$ cat config.mk
export PLATFORM = sky130hd
export DESIGN_NAME = atsc_ctrl
export DESIGN_NICKNAME = d
export VERILOG_FILES = /design/src/common/atsc_pkg.sv /design/src/rtl/atsc_wb_slave.sv /design/src/rtl/atsc_warmup.sv /design/src/rtl/atsc_ctrl.sv
export SDC_FILE = /design/constraint.sdc
export NUM_CORES = 1
export LEC_CHECK = 0
export ABC_AREA = 1
export BUFFER_PORTS_ARGS = -buffer_cell sky130_fd_sc_hd__buf_2
export CORE_ASPECT_RATIO = 1.25
export CORE_MARGIN = 1
export CORE_UTILIZATION = 40
export CTS_CLUSTER_SIZE = 10
export DETAILED_ROUTE_END_ITERATION = 10
export GPL_TIMING_DRIVEN = 0
export HOLD_SLACK_MARGIN = 0.15
export PLACE_DENSITY_LB_ADDON = 0.12
export SLEW_MARGIN = 20
export SYNTH_ARGS = -nofsm -noshare
export SYNTH_HDL_FRONTEND = slang
export SYNTH_SLANG_ARGS = --single-unit
$ cat constraint.sdc
create_clock -name clk_i -period 3.8 [get_ports clk_i]
set_input_delay 0.19 -clock clk_i [delete_from_list [all_inputs] [get_ports clk_i]]
set_output_delay 0.19 -clock clk_i [all_outputs]
set_load 0.02 [all_outputs]
$ cat src/common/atsc_pkg.sv
// Constants and types for the converter trigger and sampling control block
package atsc_pkg;

	// ------------------------------------------------------------
	// Register map, byte addresses
	// ------------------------------------------------------------
	localparam logic [7:0] ADR_CTL = 8'h00;
	localparam logic [7:0] ADR_ANA = 8'h04;
	localparam logic [7:0] ADR_STS = 8'h08;
	localparam logic [7:0] ADR_MSK = 8'h0C;

	// ------------------------------------------------------------
	// Field positions
	// ------------------------------------------------------------
	localparam int SEL_LSB = 0;
	localparam int SEL_W = 6;
	localparam int GLSW_BIT = 7;
	localparam int REQ_BIT = 8;
	localparam int HOLD_BIT = 9;
	localparam int UPD_BIT = 10;
	localparam int UPDIE_BIT = 11;
	localparam int SUSP_BIT = 12;
	localparam int REF_LSB = 13;
	localparam int REF_W = 3;
	localparam int DED_LSB = 0;
	localparam int NDED = 5;
	localparam int SHR_EN_BIT = 7;
	localparam int RDY_LSB = 16;
	localparam int WUP_LSB = 24;
	localparam int WUP_W = 4;
	localparam int NCONV = 6;
	localparam int SHR_IDX = 5;
	localparam int IRQ_UPD = 0;
	localparam int IRQ_WUP = 1;
	localparam int NIRQ = 2;
	localparam int CNT_W = 16;

	// ------------------------------------------------------------
	// Reset values
	// ------------------------------------------------------------
	localparam logic [SEL_W-1:0] SEL_RST = 6'h00;
	localparam logic [REF_W-1:0] REF_RST = 3'h0;
	localparam logic [WUP_W-1:0] WUP_RST = 4'h0;
	localparam logic [NCONV-1:0] EN_RST = 6'h00;
	localparam logic [NIRQ-1:0] STS_RST = 2'h0;
	localparam logic [NIRQ-1:0] MSK_RST = 2'h3;
	localparam logic [CNT_W-1:0] CNT_RST = 16'h0000;
	localparam logic [31:0] DAT_RST = 32'h00000000;

	// ------------------------------------------------------------
	// Types
	// ------------------------------------------------------------
	typedef struct packed {
		logic [NCONV-1:0] power_en;
		logic vref_pos_ext;
		logic vref_neg_ext;
		logic share_sample;
		logic manual_mode;
	} atsc_analog_t;

	typedef struct packed {
		logic [SEL_W-1:0] sel;
		logic glsw;
		logic req;
		logic hold;
		logic upd;
		logic updie;
		logic susp;
		logic [REF_W-1:0] ref_sel;
		logic [NCONV-1:0] ana_en;
		logic [WUP_W-1:0] wup;
		logic [NIRQ-1:0] sts;
		logic [NIRQ-1:0] msk;
	} atsc_state_t;

	typedef struct packed {
		logic ack;
		logic [31:0] dat;
	} atsc_wb_state_t;

	typedef struct packed {
		logic [CNT_W-1:0] cnt;
		logic ready;
		logic en_d;
	} atsc_wup_state_t;

	// Warm-up length in clock cycles: two to the power of the count
	function automatic logic [CNT_W-1:0] wup_cycles(input logic [3:0] c);
		return 16'h0001 << c;
	endfunction : wup_cycles

endpackage : atsc_pkg

$ cat src/rtl/atsc_wb_slave.sv
// Classic Wishbone slave front end with one wait state
`timescale 1ns/10ps
module atsc_wb_slave (
	input wire logic clk_i,
	input wire logic rst_i,
	input wire logic wb_cyc_i,
	input wire logic wb_stb_i,
	input wire logic wb_we_i,
	input wire logic [31:0] rd_data_i,
	output logic [31:0] wb_dat_o,
	output logic wb_ack_o,
	output logic wr_en_o
);
	atsc_pkg::atsc_wb_state_t st_r;
	atsc_pkg::atsc_wb_state_t st_nxt;

	// ------------------------------------------------------------
	// Acknowledge and read capture
	// ------------------------------------------------------------
	// Ack drops after one cycle so a held request is answered every second cycle
	always_comb begin
		st_nxt = st_r;
		st_nxt.ack = wb_cyc_i & wb_stb_i & ~st_r.ack;
		if (st_nxt.ack) begin
			st_nxt.dat = wb_we_i ? atsc_pkg::DAT_RST : rd_data_i;
		end
	end

	always_ff @(posedge clk_i) begin
		if (rst_i) begin
			st_r <= '{ack: 1'b0, dat: atsc_pkg::DAT_RST};
		end else begin
			st_r <= st_nxt;
		end
	end

	// Write lands on the same edge at which the master sees ack
	assign wr_en_o = wb_cyc_i & wb_stb_i & wb_we_i & st_r.ack;
	assign wb_ack_o = st_r.ack;
	assign wb_dat_o = st_r.dat;

endmodule : atsc_wb_slave

$ cat src/rtl/atsc_warmup.sv
// Warm-up timer for one converter's analog and bias circuitry
`timescale 1ns/10ps
module atsc_warmup (
	input wire logic clk_i,
	input wire logic rst_i,
	input wire logic en_i,
	input wire logic [3:0] count_i,
	output logic ready_o,
	output logic done_o
);
	atsc_pkg::atsc_wup_state_t st_r;
	atsc_pkg::atsc_wup_state_t st_nxt;

	// ------------------------------------------------------------
	// Count down after power-up
	// ------------------------------------------------------------
	always_comb begin
		st_nxt = st_r;
		st_nxt.en_d = en_i;
		if (!en_i) begin
			st_nxt.cnt = atsc_pkg::CNT_RST;
			st_nxt.ready = 1'b0;
		end else if (!st_r.en_d) begin
			st_nxt.cnt = atsc_pkg::wup_cycles(count_i) - 16'h0001;
			st_nxt.ready = 1'b0;
		end else if (st_r.cnt != atsc_pkg::CNT_RST) begin
			st_nxt.cnt = st_r.cnt - 16'h0001;
		end else begin
			st_nxt.ready = 1'b1;
		end
	end

	always_ff @(posedge clk_i) begin
		if (rst_i) begin
			st_r <= '{cnt: atsc_pkg::CNT_RST, ready: 1'b0, en_d: 1'b0};
		end else begin
			st_r <= st_nxt;
		end
	end

	assign ready_o = st_r.ready;
	assign done_o = st_nxt.ready & ~st_r.ready;
endmodule : atsc_warmup

$ cat src/rtl/atsc_ctrl.sv
// Trigger suspension, software sampling and analog enable control
`timescale 1ns/10ps
// How it works
// - Suspend blocks new conversion triggers, module stays enabled
// - Update-ready rise interrupts when its enable set
// - Update-ready reads one when reconfiguration safe
// - Update-ready needs suspend and no running conversion
// - Manual bit samples when set, holds when clear
// - Request bit converts the selected single input
// - Request bit clears itself next clock
// - Global level trigger drives inputs selecting it
// - Manual sampling overrides acquisition time setting
// - Manual sampling touches only shared converter inputs
// - Shared enable powers up, then warm-up count
// - Five dedicated enables, each with warm-up
// - Reference select picks supplies; top-bit codes reserved
module atsc_ctrl (
	input wire logic clk_i,
	input wire logic rst_i,
	input wire logic wb_cyc_i,
	input wire logic wb_stb_i,
	input wire logic wb_we_i,
	input wire logic [7:0] wb_adr_i,
	input wire logic [3:0] wb_sel_i,
	input wire logic [31:0] wb_dat_i,
	output logic [31:0] wb_dat_o,
	output logic wb_ack_o,
	output logic irq_o,
	input wire logic [5:0] conv_busy_i,
	input wire logic [5:0] trig_req_i,
	output logic [5:0] conv_start_o,
	output logic single_req_o,
	output logic [5:0] req_input_sel_o,
	output logic glsw_level_o,
	output logic [5:0] warm_ready_o,
	output atsc_pkg::atsc_analog_t analog_o
);
	atsc_pkg::atsc_state_t st_r;
	atsc_pkg::atsc_state_t st_nxt;
	logic wr_en;
	logic [31:0] rd_data;
	logic [31:0] wval;
	logic [5:0] wup_done;
	logic [5:0] warm_ready;
	logic [1:0] sts_set;
	logic [1:0] sts_clr;

	// ------------------------------------------------------------
	// Helpers
	// ------------------------------------------------------------
	function automatic logic [31:0] wmerge(
		input logic [31:0] old,
		input logic [31:0] nw,
		input logic [3:0] sel
	);
		logic [31:0] r;
		r = old;
		for (int i = 0; i < 4; i++) begin
			if (sel[i]) begin
				r[i*8 +: 8] = nw[i*8 +: 8];
			end
		end
		return r;
	endfunction : wmerge

	function automatic logic [31:0] ctl_img(
		input atsc_pkg::atsc_state_t s
	);
		logic [31:0] r;
		r = 32'h00000000;
		r[atsc_pkg::SEL_LSB +: atsc_pkg::SEL_W] = s.sel;
		r[atsc_pkg::GLSW_BIT] = s.glsw;
		r[atsc_pkg::REQ_BIT] = s.req;
		r[atsc_pkg::HOLD_BIT] = s.hold;
		r[atsc_pkg::UPD_BIT] = s.upd;
		r[atsc_pkg::UPDIE_BIT] = s.updie;
		r[atsc_pkg::SUSP_BIT] = s.susp;
		r[atsc_pkg::REF_LSB +: atsc_pkg::REF_W] = s.ref_sel;
		return r;
	endfunction : ctl_img

	function automatic logic [31:0] ana_img(
		input atsc_pkg::atsc_state_t s,
		input logic [5:0] rdy
	);
		logic [31:0] r;
		r = 32'h00000000;
		r[atsc_pkg::DED_LSB +: atsc_pkg::NDED] =
			s.ana_en[atsc_pkg::NDED-1:0];
		r[atsc_pkg::SHR_EN_BIT] = s.ana_en[atsc_pkg::SHR_IDX];
		r[atsc_pkg::RDY_LSB +: atsc_pkg::NCONV] = rdy;
		r[atsc_pkg::WUP_LSB +: atsc_pkg::WUP_W] = s.wup;
		return r;
	endfunction : ana_img

	// ------------------------------------------------------------
	// Bus front end
	// ------------------------------------------------------------
	atsc_wb_slave u_bus (
		.clk_i(clk_i),
		.rst_i(rst_i),
		.wb_cyc_i(wb_cyc_i),
		.wb_stb_i(wb_stb_i),
		.wb_we_i(wb_we_i),
		.rd_data_i(rd_data),
		.wb_dat_o(wb_dat_o),
		.wb_ack_o(wb_ack_o),
		.wr_en_o(wr_en)
	);

	// Unmapped addresses read zero; writes there are dropped
	always_comb begin
		case (wb_adr_i)
			atsc_pkg::ADR_CTL: rd_data = ctl_img(st_r);
			atsc_pkg::ADR_ANA: rd_data = ana_img(st_r, warm_ready);
			atsc_pkg::ADR_STS: rd_data = {30'h00000000, st_r.sts};
			atsc_pkg::ADR_MSK: rd_data = {30'h00000000, st_r.msk};
			default: rd_data = 32'h00000000;
		endcase
	end

	// ------------------------------------------------------------
	// Warm-up timers, one per converter
	// ------------------------------------------------------------
	for (genvar g = 0; g < atsc_pkg::NCONV; g++) begin : g_wup
		atsc_warmup u_wup (
			.clk_i(clk_i),
			.rst_i(rst_i),
			.en_i(st_r.ana_en[g]),
			.count_i(st_r.wup),
			.ready_o(warm_ready[g]),
			.done_o(wup_done[g])
		);
	end

	// ------------------------------------------------------------
	// Next state
	// ------------------------------------------------------------
	always_comb begin
		st_nxt = st_r;
		wval = 32'h00000000;
		sts_clr = 2'h0;
		st_nxt.req = 1'b0;
		if (wr_en && wb_adr_i == atsc_pkg::ADR_CTL) begin
			wval = wmerge(ctl_img(st_r), wb_dat_i, wb_sel_i);
			st_nxt.sel = wval[atsc_pkg::SEL_LSB +: atsc_pkg::SEL_W];
			st_nxt.glsw = wval[atsc_pkg::GLSW_BIT];
			st_nxt.req = wval[atsc_pkg::REQ_BIT];
			st_nxt.hold = wval[atsc_pkg::HOLD_BIT];
			st_nxt.updie = wval[atsc_pkg::UPDIE_BIT];
			st_nxt.susp = wval[atsc_pkg::SUSP_BIT];
			if (!wval[atsc_pkg::REF_LSB + atsc_pkg::REF_W - 1]) begin
				st_nxt.ref_sel =
					wval[atsc_pkg::REF_LSB +: atsc_pkg::REF_W];
			end
		end
		if (wr_en && wb_adr_i == atsc_pkg::ADR_ANA) begin
			wval = wmerge(ana_img(st_r, warm_ready), wb_dat_i, wb_sel_i);
			st_nxt.ana_en[atsc_pkg::NDED-1:0] =
				wval[atsc_pkg::DED_LSB +: atsc_pkg::NDED];
			st_nxt.ana_en[atsc_pkg::SHR_IDX] =
				wval[atsc_pkg::SHR_EN_BIT];
			st_nxt.wup = wval[atsc_pkg::WUP_LSB +: atsc_pkg::WUP_W];
		end
		if (wr_en && wb_adr_i == atsc_pkg::ADR_MSK) begin
			wval = wmerge({30'h00000000, st_r.msk}, wb_dat_i, wb_sel_i);
			st_nxt.msk = wval[atsc_pkg::NIRQ-1:0];
		end
		if (wr_en && wb_adr_i == atsc_pkg::ADR_STS && wb_sel_i[0]) begin
			sts_clr = wb_dat_i[atsc_pkg::NIRQ-1:0];
		end
		st_nxt.upd = st_r.susp & ~|conv_busy_i;
		sts_set[atsc_pkg::IRQ_UPD] = st_nxt.upd & ~st_r.upd & st_r.updie;
		sts_set[atsc_pkg::IRQ_WUP] = |wup_done;
		// A set in the clearing cycle survives
		st_nxt.sts = (st_r.sts & ~sts_clr) | sts_set;
	end

	always_ff @(posedge clk_i) begin
		if (rst_i) begin
			st_r <= '{
				sel: atsc_pkg::SEL_RST,
				glsw: 1'b0,
				req: 1'b0,
				hold: 1'b0,
				upd: 1'b0,
				updie: 1'b0,
				susp: 1'b0,
				ref_sel: atsc_pkg::REF_RST,
				ana_en: atsc_pkg::EN_RST,
				wup: atsc_pkg::WUP_RST,
				sts: atsc_pkg::STS_RST,
				msk: atsc_pkg::MSK_RST
			};
		end else begin
			st_r <= st_nxt;
		end
	end

	// ------------------------------------------------------------
	// Outputs toward the converter cores
	// ------------------------------------------------------------
	// suspend gates every trigger
	assign conv_start_o = trig_req_i & warm_ready & {6{~st_r.susp}};
	assign single_req_o = st_r.req & ~st_r.susp;
	assign req_input_sel_o = st_r.sel;
	assign glsw_level_o = st_r.glsw & ~st_r.susp;
	assign warm_ready_o = warm_ready;
	always_comb begin
		analog_o.power_en = st_r.ana_en;
		analog_o.vref_pos_ext = st_r.ref_sel[0];
		analog_o.vref_neg_ext = st_r.ref_sel[1];
		analog_o.share_sample = st_r.hold;
		analog_o.manual_mode = st_r.hold;
	end
	// A set mask bit keeps its event off the line
	assign irq_o = |(st_r.sts & ~st_r.msk);
endmodule : atsc_ctrl

* After elaboration in Yosys (flattened, before gate mapping)
Cells that the tools add are included.
** Word-level totals
- Bits in registers :: 169
- Output and inout port bits :: 64
** Operators by class
- $add $sub $neg :: 7
- Equal/unequal tests :: 10
- Shift operators :: 1
- Multiplexer cells :: 29
- Bitwise operators :: 39
- Reductions and logical operators :: 29
** Operators with widths (count)
- 28-bit case mux with 4 select lines :: 1
- 16-bit by 1-bit subtractor with 16-bit output (second input constant) :: 7
- 17-bit 2-to-1 mux :: 6
- 16-bit 2-to-1 mux :: 6
- 16-bit nonzero test :: 6
- 28-bit 2-to-1 mux :: 1
- 1-bit inverter :: 17
- 8-bit by 4-bit == test with 1-bit output (second input constant) :: 2
- 8-bit 2-to-1 mux :: 2
- 2-bit OR reduction :: 8
- 1-bit by 4-bit << shifter with 16-bit output (first input constant) :: 1
- 1-bit AND :: 15
- 2-bit != test (second input constant) :: 7
- 6-bit AND :: 2
- 1-bit 2-to-1 mux :: 12
- 6-bit OR reduction :: 2
- 2-bit AND reduction :: 5
- 8-bit by 3-bit == test with 1-bit output (second input constant) :: 1
- 8-bit zero test :: 1
- 1-bit logical AND :: 5
- 2-bit AND :: 2
- 2-bit inverter :: 2
- 3-bit AND reduction :: 1
- 2-bit 2-to-1 mux :: 1
- other kinds (2) :: 2

* Logic depth before layout (Yosys ltp)
- Depth after elaboration :: 9
- Gate-level depth with buffers :: 11
- Depth with buffers taken out :: 11

* Cells and area by module
Synthesis repeated with hierarchy kept, for this count alone.
** Unflattened totals
- Cell total of the unflattened synthesis :: 1735
- Area total of the unflattened synthesis :: 10405.0 sq um
** By module, submodules not included
- atsc_warmup :: instances 6, cells each 201, area each 1192.4 sq um, sequential area each 360.3 sq um
- atsc_ctrl :: instances 1, cells each 252, area each 1630.3 sq um, sequential area each 560.5 sq um
- atsc_wb_slave :: instances 1, cells each 277, area each 1620.3 sq um, sequential area each 660.6 sq um

* Least setup slack after synthesis
Ideal clock, no wire load.
- Path type :: flip-flop to flip-flop
- Start :: register g_wup[2].u_wup.st_r[2] (netlist bit)
- End :: register g_wup[2].u_wup.st_r[12] (netlist bit)
- Data arrival time :: 1346 ps
- Required time :: 3729 ps
- Slack :: 2383 ps
- Cell stages (with the launch flop) :: 10
- Path buffers :: 0
- Clock period less this slack :: 1417 ps
- Path through :: dfxtp_1 > inv_1 > ha_1 > nand2_1 > nor2_2 > nand2_1 > nor2_1 > xor2_1 > nand2_1 > a21oi_1
** On the way
- Cells in the longest elaborated chain, start to end :: 3
- Elaborated cells on any way between the ends :: 5
- Classes of those cells :: add/sub: 1; eq/ne: 1; mux: 2; reduce/logical: 1
** RTL lines
- from (decl) :: line atsc_warmup.sv:11 : atsc_pkg::atsc_wup_state_t st_r;
- from (signal assigned) :: line atsc_warmup.sv:35 : st_r <= '{cnt: atsc_pkg::CNT_RST, ready: 1'b0, en_d: 1'b0};
- from (signal assigned) :: line atsc_warmup.sv:37 : st_r <= st_nxt;
- 16-bit by 1-bit subtractor with 16-bit output :: line atsc_warmup.sv:27 : st_nxt.cnt = st_r.cnt - 16'h0001;
- 16-bit 2-to-1 mux :: line atsc_warmup.sv:26 : end else if (st_r.cnt != atsc_pkg::CNT_RST) begin
- 17-bit 2-to-1 mux :: line atsc_warmup.sv:23 : end else if (!st_r.en_d) begin
Parallel ways exist; a longest one is shown, timed or not. The select of a mux whose other input is x is not followed.
A chain may end at the register's enable or synchronous reset.

* Worst setup path after layout
- Start :: input wb_we_i
- End :: register st_r, in the netlist analog_o[3]
** On the way
- Cells in the longest elaborated chain, start to end :: 5
** RTL lines
- from (decl) :: line atsc_ctrl.sv:22 : input wire logic wb_we_i,
- 1-bit AND * (2 in series) :: line atsc_wb_slave.sv:38 : assign wr_en_o = wb_cyc_i & wb_stb_i & wb_we_i & st_r.ack;
- 1-bit logical AND * :: line atsc_ctrl.sv:144 : if (wr_en && wb_adr_i == atsc_pkg::ADR_CTL) begin
- 2-bit != test (no source line)
- 3-bit AND reduction (no source line) *
- to (signal assigned) :: line atsc_ctrl.sv:181 : st_r <= '{
- to (signal assigned) :: line atsc_ctrl.sv:196 : st_r <= st_nxt;
- to (decl) :: line atsc_ctrl.sv:38 : atsc_pkg::atsc_state_t st_r;
Every way passes the cells marked *; elsewhere a longest branch is shown, timed or not.

==> key figures <==
Outcome
  – Status: complete, no violations

Cells and area
  – Most frequent cells in the layout: nand2_1, nor2_1, dfxtp_1, inv_1, a21oi_1
  – Multi-input combinational cell area: 0.004723 mm²
  – Most common cell after layout, fill and taps aside: nand2_1
  – Final instance area: 0.01059 mm²
  – N_diodes: 0
  – Layout overhead on the synthesized area: 19.52%
  – Fillers: 2293
  – # nets final: 1577
  – Register area: 0.003223 mm²
  – Layout cells sized above 1: 13.52%

Power and ir drop
  – Comb pwr share: 3.1%
  – Net Switching: 754.8 µW
  – Sw frac: 21.98%
  – Leak Pwr: 0.004797 µW
  – Clock power frac: 47.8%
  – Reg power frac: 49.2%
  – Peak VDD IR: 0.0003174 V
  – Pwr/cell area: 324.3 mW/mm²
  – Internal power: 2680 µW

Global route
  – Largest net degree at the start of global routing: 17
  – GRT overflow: 0
  – Total GRT Usage: 24.80%
  – Vias in the first global route: 8310
  – Antenna violations before repair: 0
  – First-pass GRT wire length: 43100 µm

Floorplanning
  – Chip height: 168.4 µm
  – Die width: 135.1 µm
  – Initial Util: 40.98%
  – Std-Cell Rows: 60
  – Core area: 0.02162 mm²
  – Ports: 125
  – Die footprint: 0.02275 mm²

Logic synthesis
  – Ys flop type: dfxtp_1
  – Syn Inst Count: 1348
  – Post-synth EDFFs: 0
  – Mapped cell area: 0.008860 mm²
  – Syn Area/Cell: 6.573 µm²
  – Share of the yosys chip area belonging to registers: 36.38%
  – Cell taking the most area after synthesis: dfxtp_1
  – Syn. warnings: 0
  – Number of synthesized register bits: 161
  – Unique masters post-synth: 45
  – Async set or reset register ratio after synthesis: 0%
  – Top cells by area, synth: dfxtp_1, nand2_1, nor2_1
  – Yosys top cell area share: 36.38%

Critical path
  – CP required: 4.11 ns
  – Worst Path Max Fanout: 7
  – FF-to-FF setup slack: 1.31 ns
  – Kind of critical path: in -> reg
  – Crit end category: flip-flop
  – Startpoint types: input pin
  – CP arrival: 2.85 ns

Timing
  – Count of final setup violators: 0
  – Fmax: 393.6 MHz
  – Max-slew headroom: 23.45%
  – Worst Skew: 0.009799 ns
  – Slew Limit Fails: 0
  – Crit path time final: 2.540 ns
  – Total negative slack: 0 ns
  – Least-Margin Pin Slew: 1.148 ns
  – Crit share post-route: 66.85%
  – Hold Violations, Final: 0
  – RSZ-0062 raised after global routing: false

Clocking
  – Sink Count: 161
  – CTS tree: yes
  – Total CTS buffers: 17
  – H-tree depth: 4
  – Worst skew pair latency: 0.43 ns
  – Clock-pin slew on the worst setup and hold paths: 0.07 ns
  – Root Buffer: clkbuf_16
  – Maximum buffer depth of the clock tree: 2

Placement
  – Placed cell area: 0.009741 mm²
  – GPL Wtd Cong: 0.9378
  – Detailed Place HPWL: 20780 µm
  – Buffers on Ports: 101

Route
  – Drt first pass iters: 5
  – ANT nets after route: 0
  – WL per Instance: 15.47 µm
  – Via count: 8931
  – Final WL: 27770 µm
  – Starting DRT DRC Count: 606
  – DR DRC count: 0
  – Via density: 4.975

Run
  – Max cap viols: 0

Worst hold path
  – Worst Hold Class: in -> reg
[kinds of logic (layout without fill, tap and decap cells)]
group                      after synthesis  count (layout)  synth area share (%)
other                                    1               8               0.04233
xor gates and xnor gates                48              48                 4.745
AOI/OAI and AO/OA                      227             227                 13.90
and+or+nand+nor                        681             681                 32.64
DFF                                    161             161                 36.38
adders and majority gates               12              12                 1.695
buffers and inverters                  218             379                 10.61
[cells in the mapped netlist, types with 3 or more instances]
| cell | n |
|---|---|
| nand2_1 | 313 |
| nor2_1 | 248 |
| dfxtp_1 | 161 |
| inv_1 | 151 |
| a21oi_1 | 110 |
| o21ai_0 | 68 |
| nand3_1 | 46 |
| xor2_1 | 37 |
| buf_4 | 30 |
| clkbuf_1 | 21 |
| a31oi_1 | 19 |
| nor3_1 | 19 |
| nand4_1 | 17 |
| ha_1 | 12 |
| xnor2_1 | 11 |
| nor2_2 | 9 |
| a211oi_1 | 7 |
| a22oi_1 | 6 |
| inv_2 | 6 |
| o211ai_1 | 6 |
| buf_2 | 5 |
| nor2_4 | 5 |
| and3_1 | 3 |
| clkinv_1 | 3 |
| nand3_4 | 3 |
| nor3_2 | 3 |
[layer usage]
layer  track usage (%)  up-vias  share of wire, %
met3             3.372       40               3.9
met2             42.56      204                49
met1             31.11     4113                44
met5                 0        -                 0
li1                  -     4574                 -
met4             9.575        0               3.1
[path summary, 6_finish.rpt]
| path | cells past startpoint | startpoint | endpoint |
|---|---|---|---|
| max | 10 | wb_we_i | analog_o[3] |
| min | 6 | wb_adr_i[0] | u_bus.wb_dat_o[7] |
| max reg2reg | 8 | u_bus.wb_ack_o | analog_o[3] |
| min reg2reg | 2 | st_r[18] | u_bus.wb_dat_o[11] |
[worst max-delay path: stages]
cell	delay, ns
dlygate4sd3_1	0.52
buf_2	0.13
nand2_1	0.08
nor2_1	0.26
nand3_4	0.16
or2_4	0.28
o21ai_2	0.10
dlygate4sd3_1	0.55
a21oi_1	0.04
dlygate4sd3_1	0.54
[power by group through the flow]
stage | Sequential [µW] | Combinational [µW] | Clock, µW
6_report | 1690 | 106 | 1640
5_1_grt | 1690 | 115 | 1740
2_1_floorplan | 1730 | 42.5 | 0
3_5_place_dp | 1730 | 87.8 | 0
3_3_place_gp | 1730 | 88.0 | 0
4_1_cts | 1690 | 106 | 1670
[flip-flops by register name, summed over array words and instances (netlist names)]
signal	cells
g_wup.u_wup.st_r	102
u_bus.wb_dat_o	24
st_r	13
analog_o	9
g_wup.u_wup.ready_o	6
req_input_sel_o	6
u_bus.wb_ack_o	1
[stage by stage]
stage                     hold slack [ns]  util (%)  std cells  setup slack, ns  total power (µW)
after global routing               0.2691     48.98       1795            1.164              3537
after floorplan                    0.2963         -       1355            2.383              1769
after detailed placement           0.4506     45.05       1735            1.738              1814
after CTS                          0.2335     48.98       1795            1.268              3464
final                              0.2381     48.98       1795            1.260              3434
after global placement             0.4401     45.05       1735            1.746              1814
[what timing repair did]
item | CTS | global route
endpoints found under the hold margin | 30 | 0
resized for setup | 0 | 0
buffers inserted | 0 | 0
hold buffers | 29 | 0
[layout make-up]
| class | instances | share of cell area, % |
|---|---|---|
| clock buffer | 22 | 4.478 |
| timing repair buffer | 130 | 7.515 |
| buffer | 58 | 3.202 |
| multi-input combinational | 976 | 44.61 |
| tap | 279 | 3.297 |
| sequential | 161 | 30.44 |
| inverter | 160 | 5.672 |
| clock inverter | 9 | 0.7917 |
No activity file was read; power rests on OpenSTA's default activity.
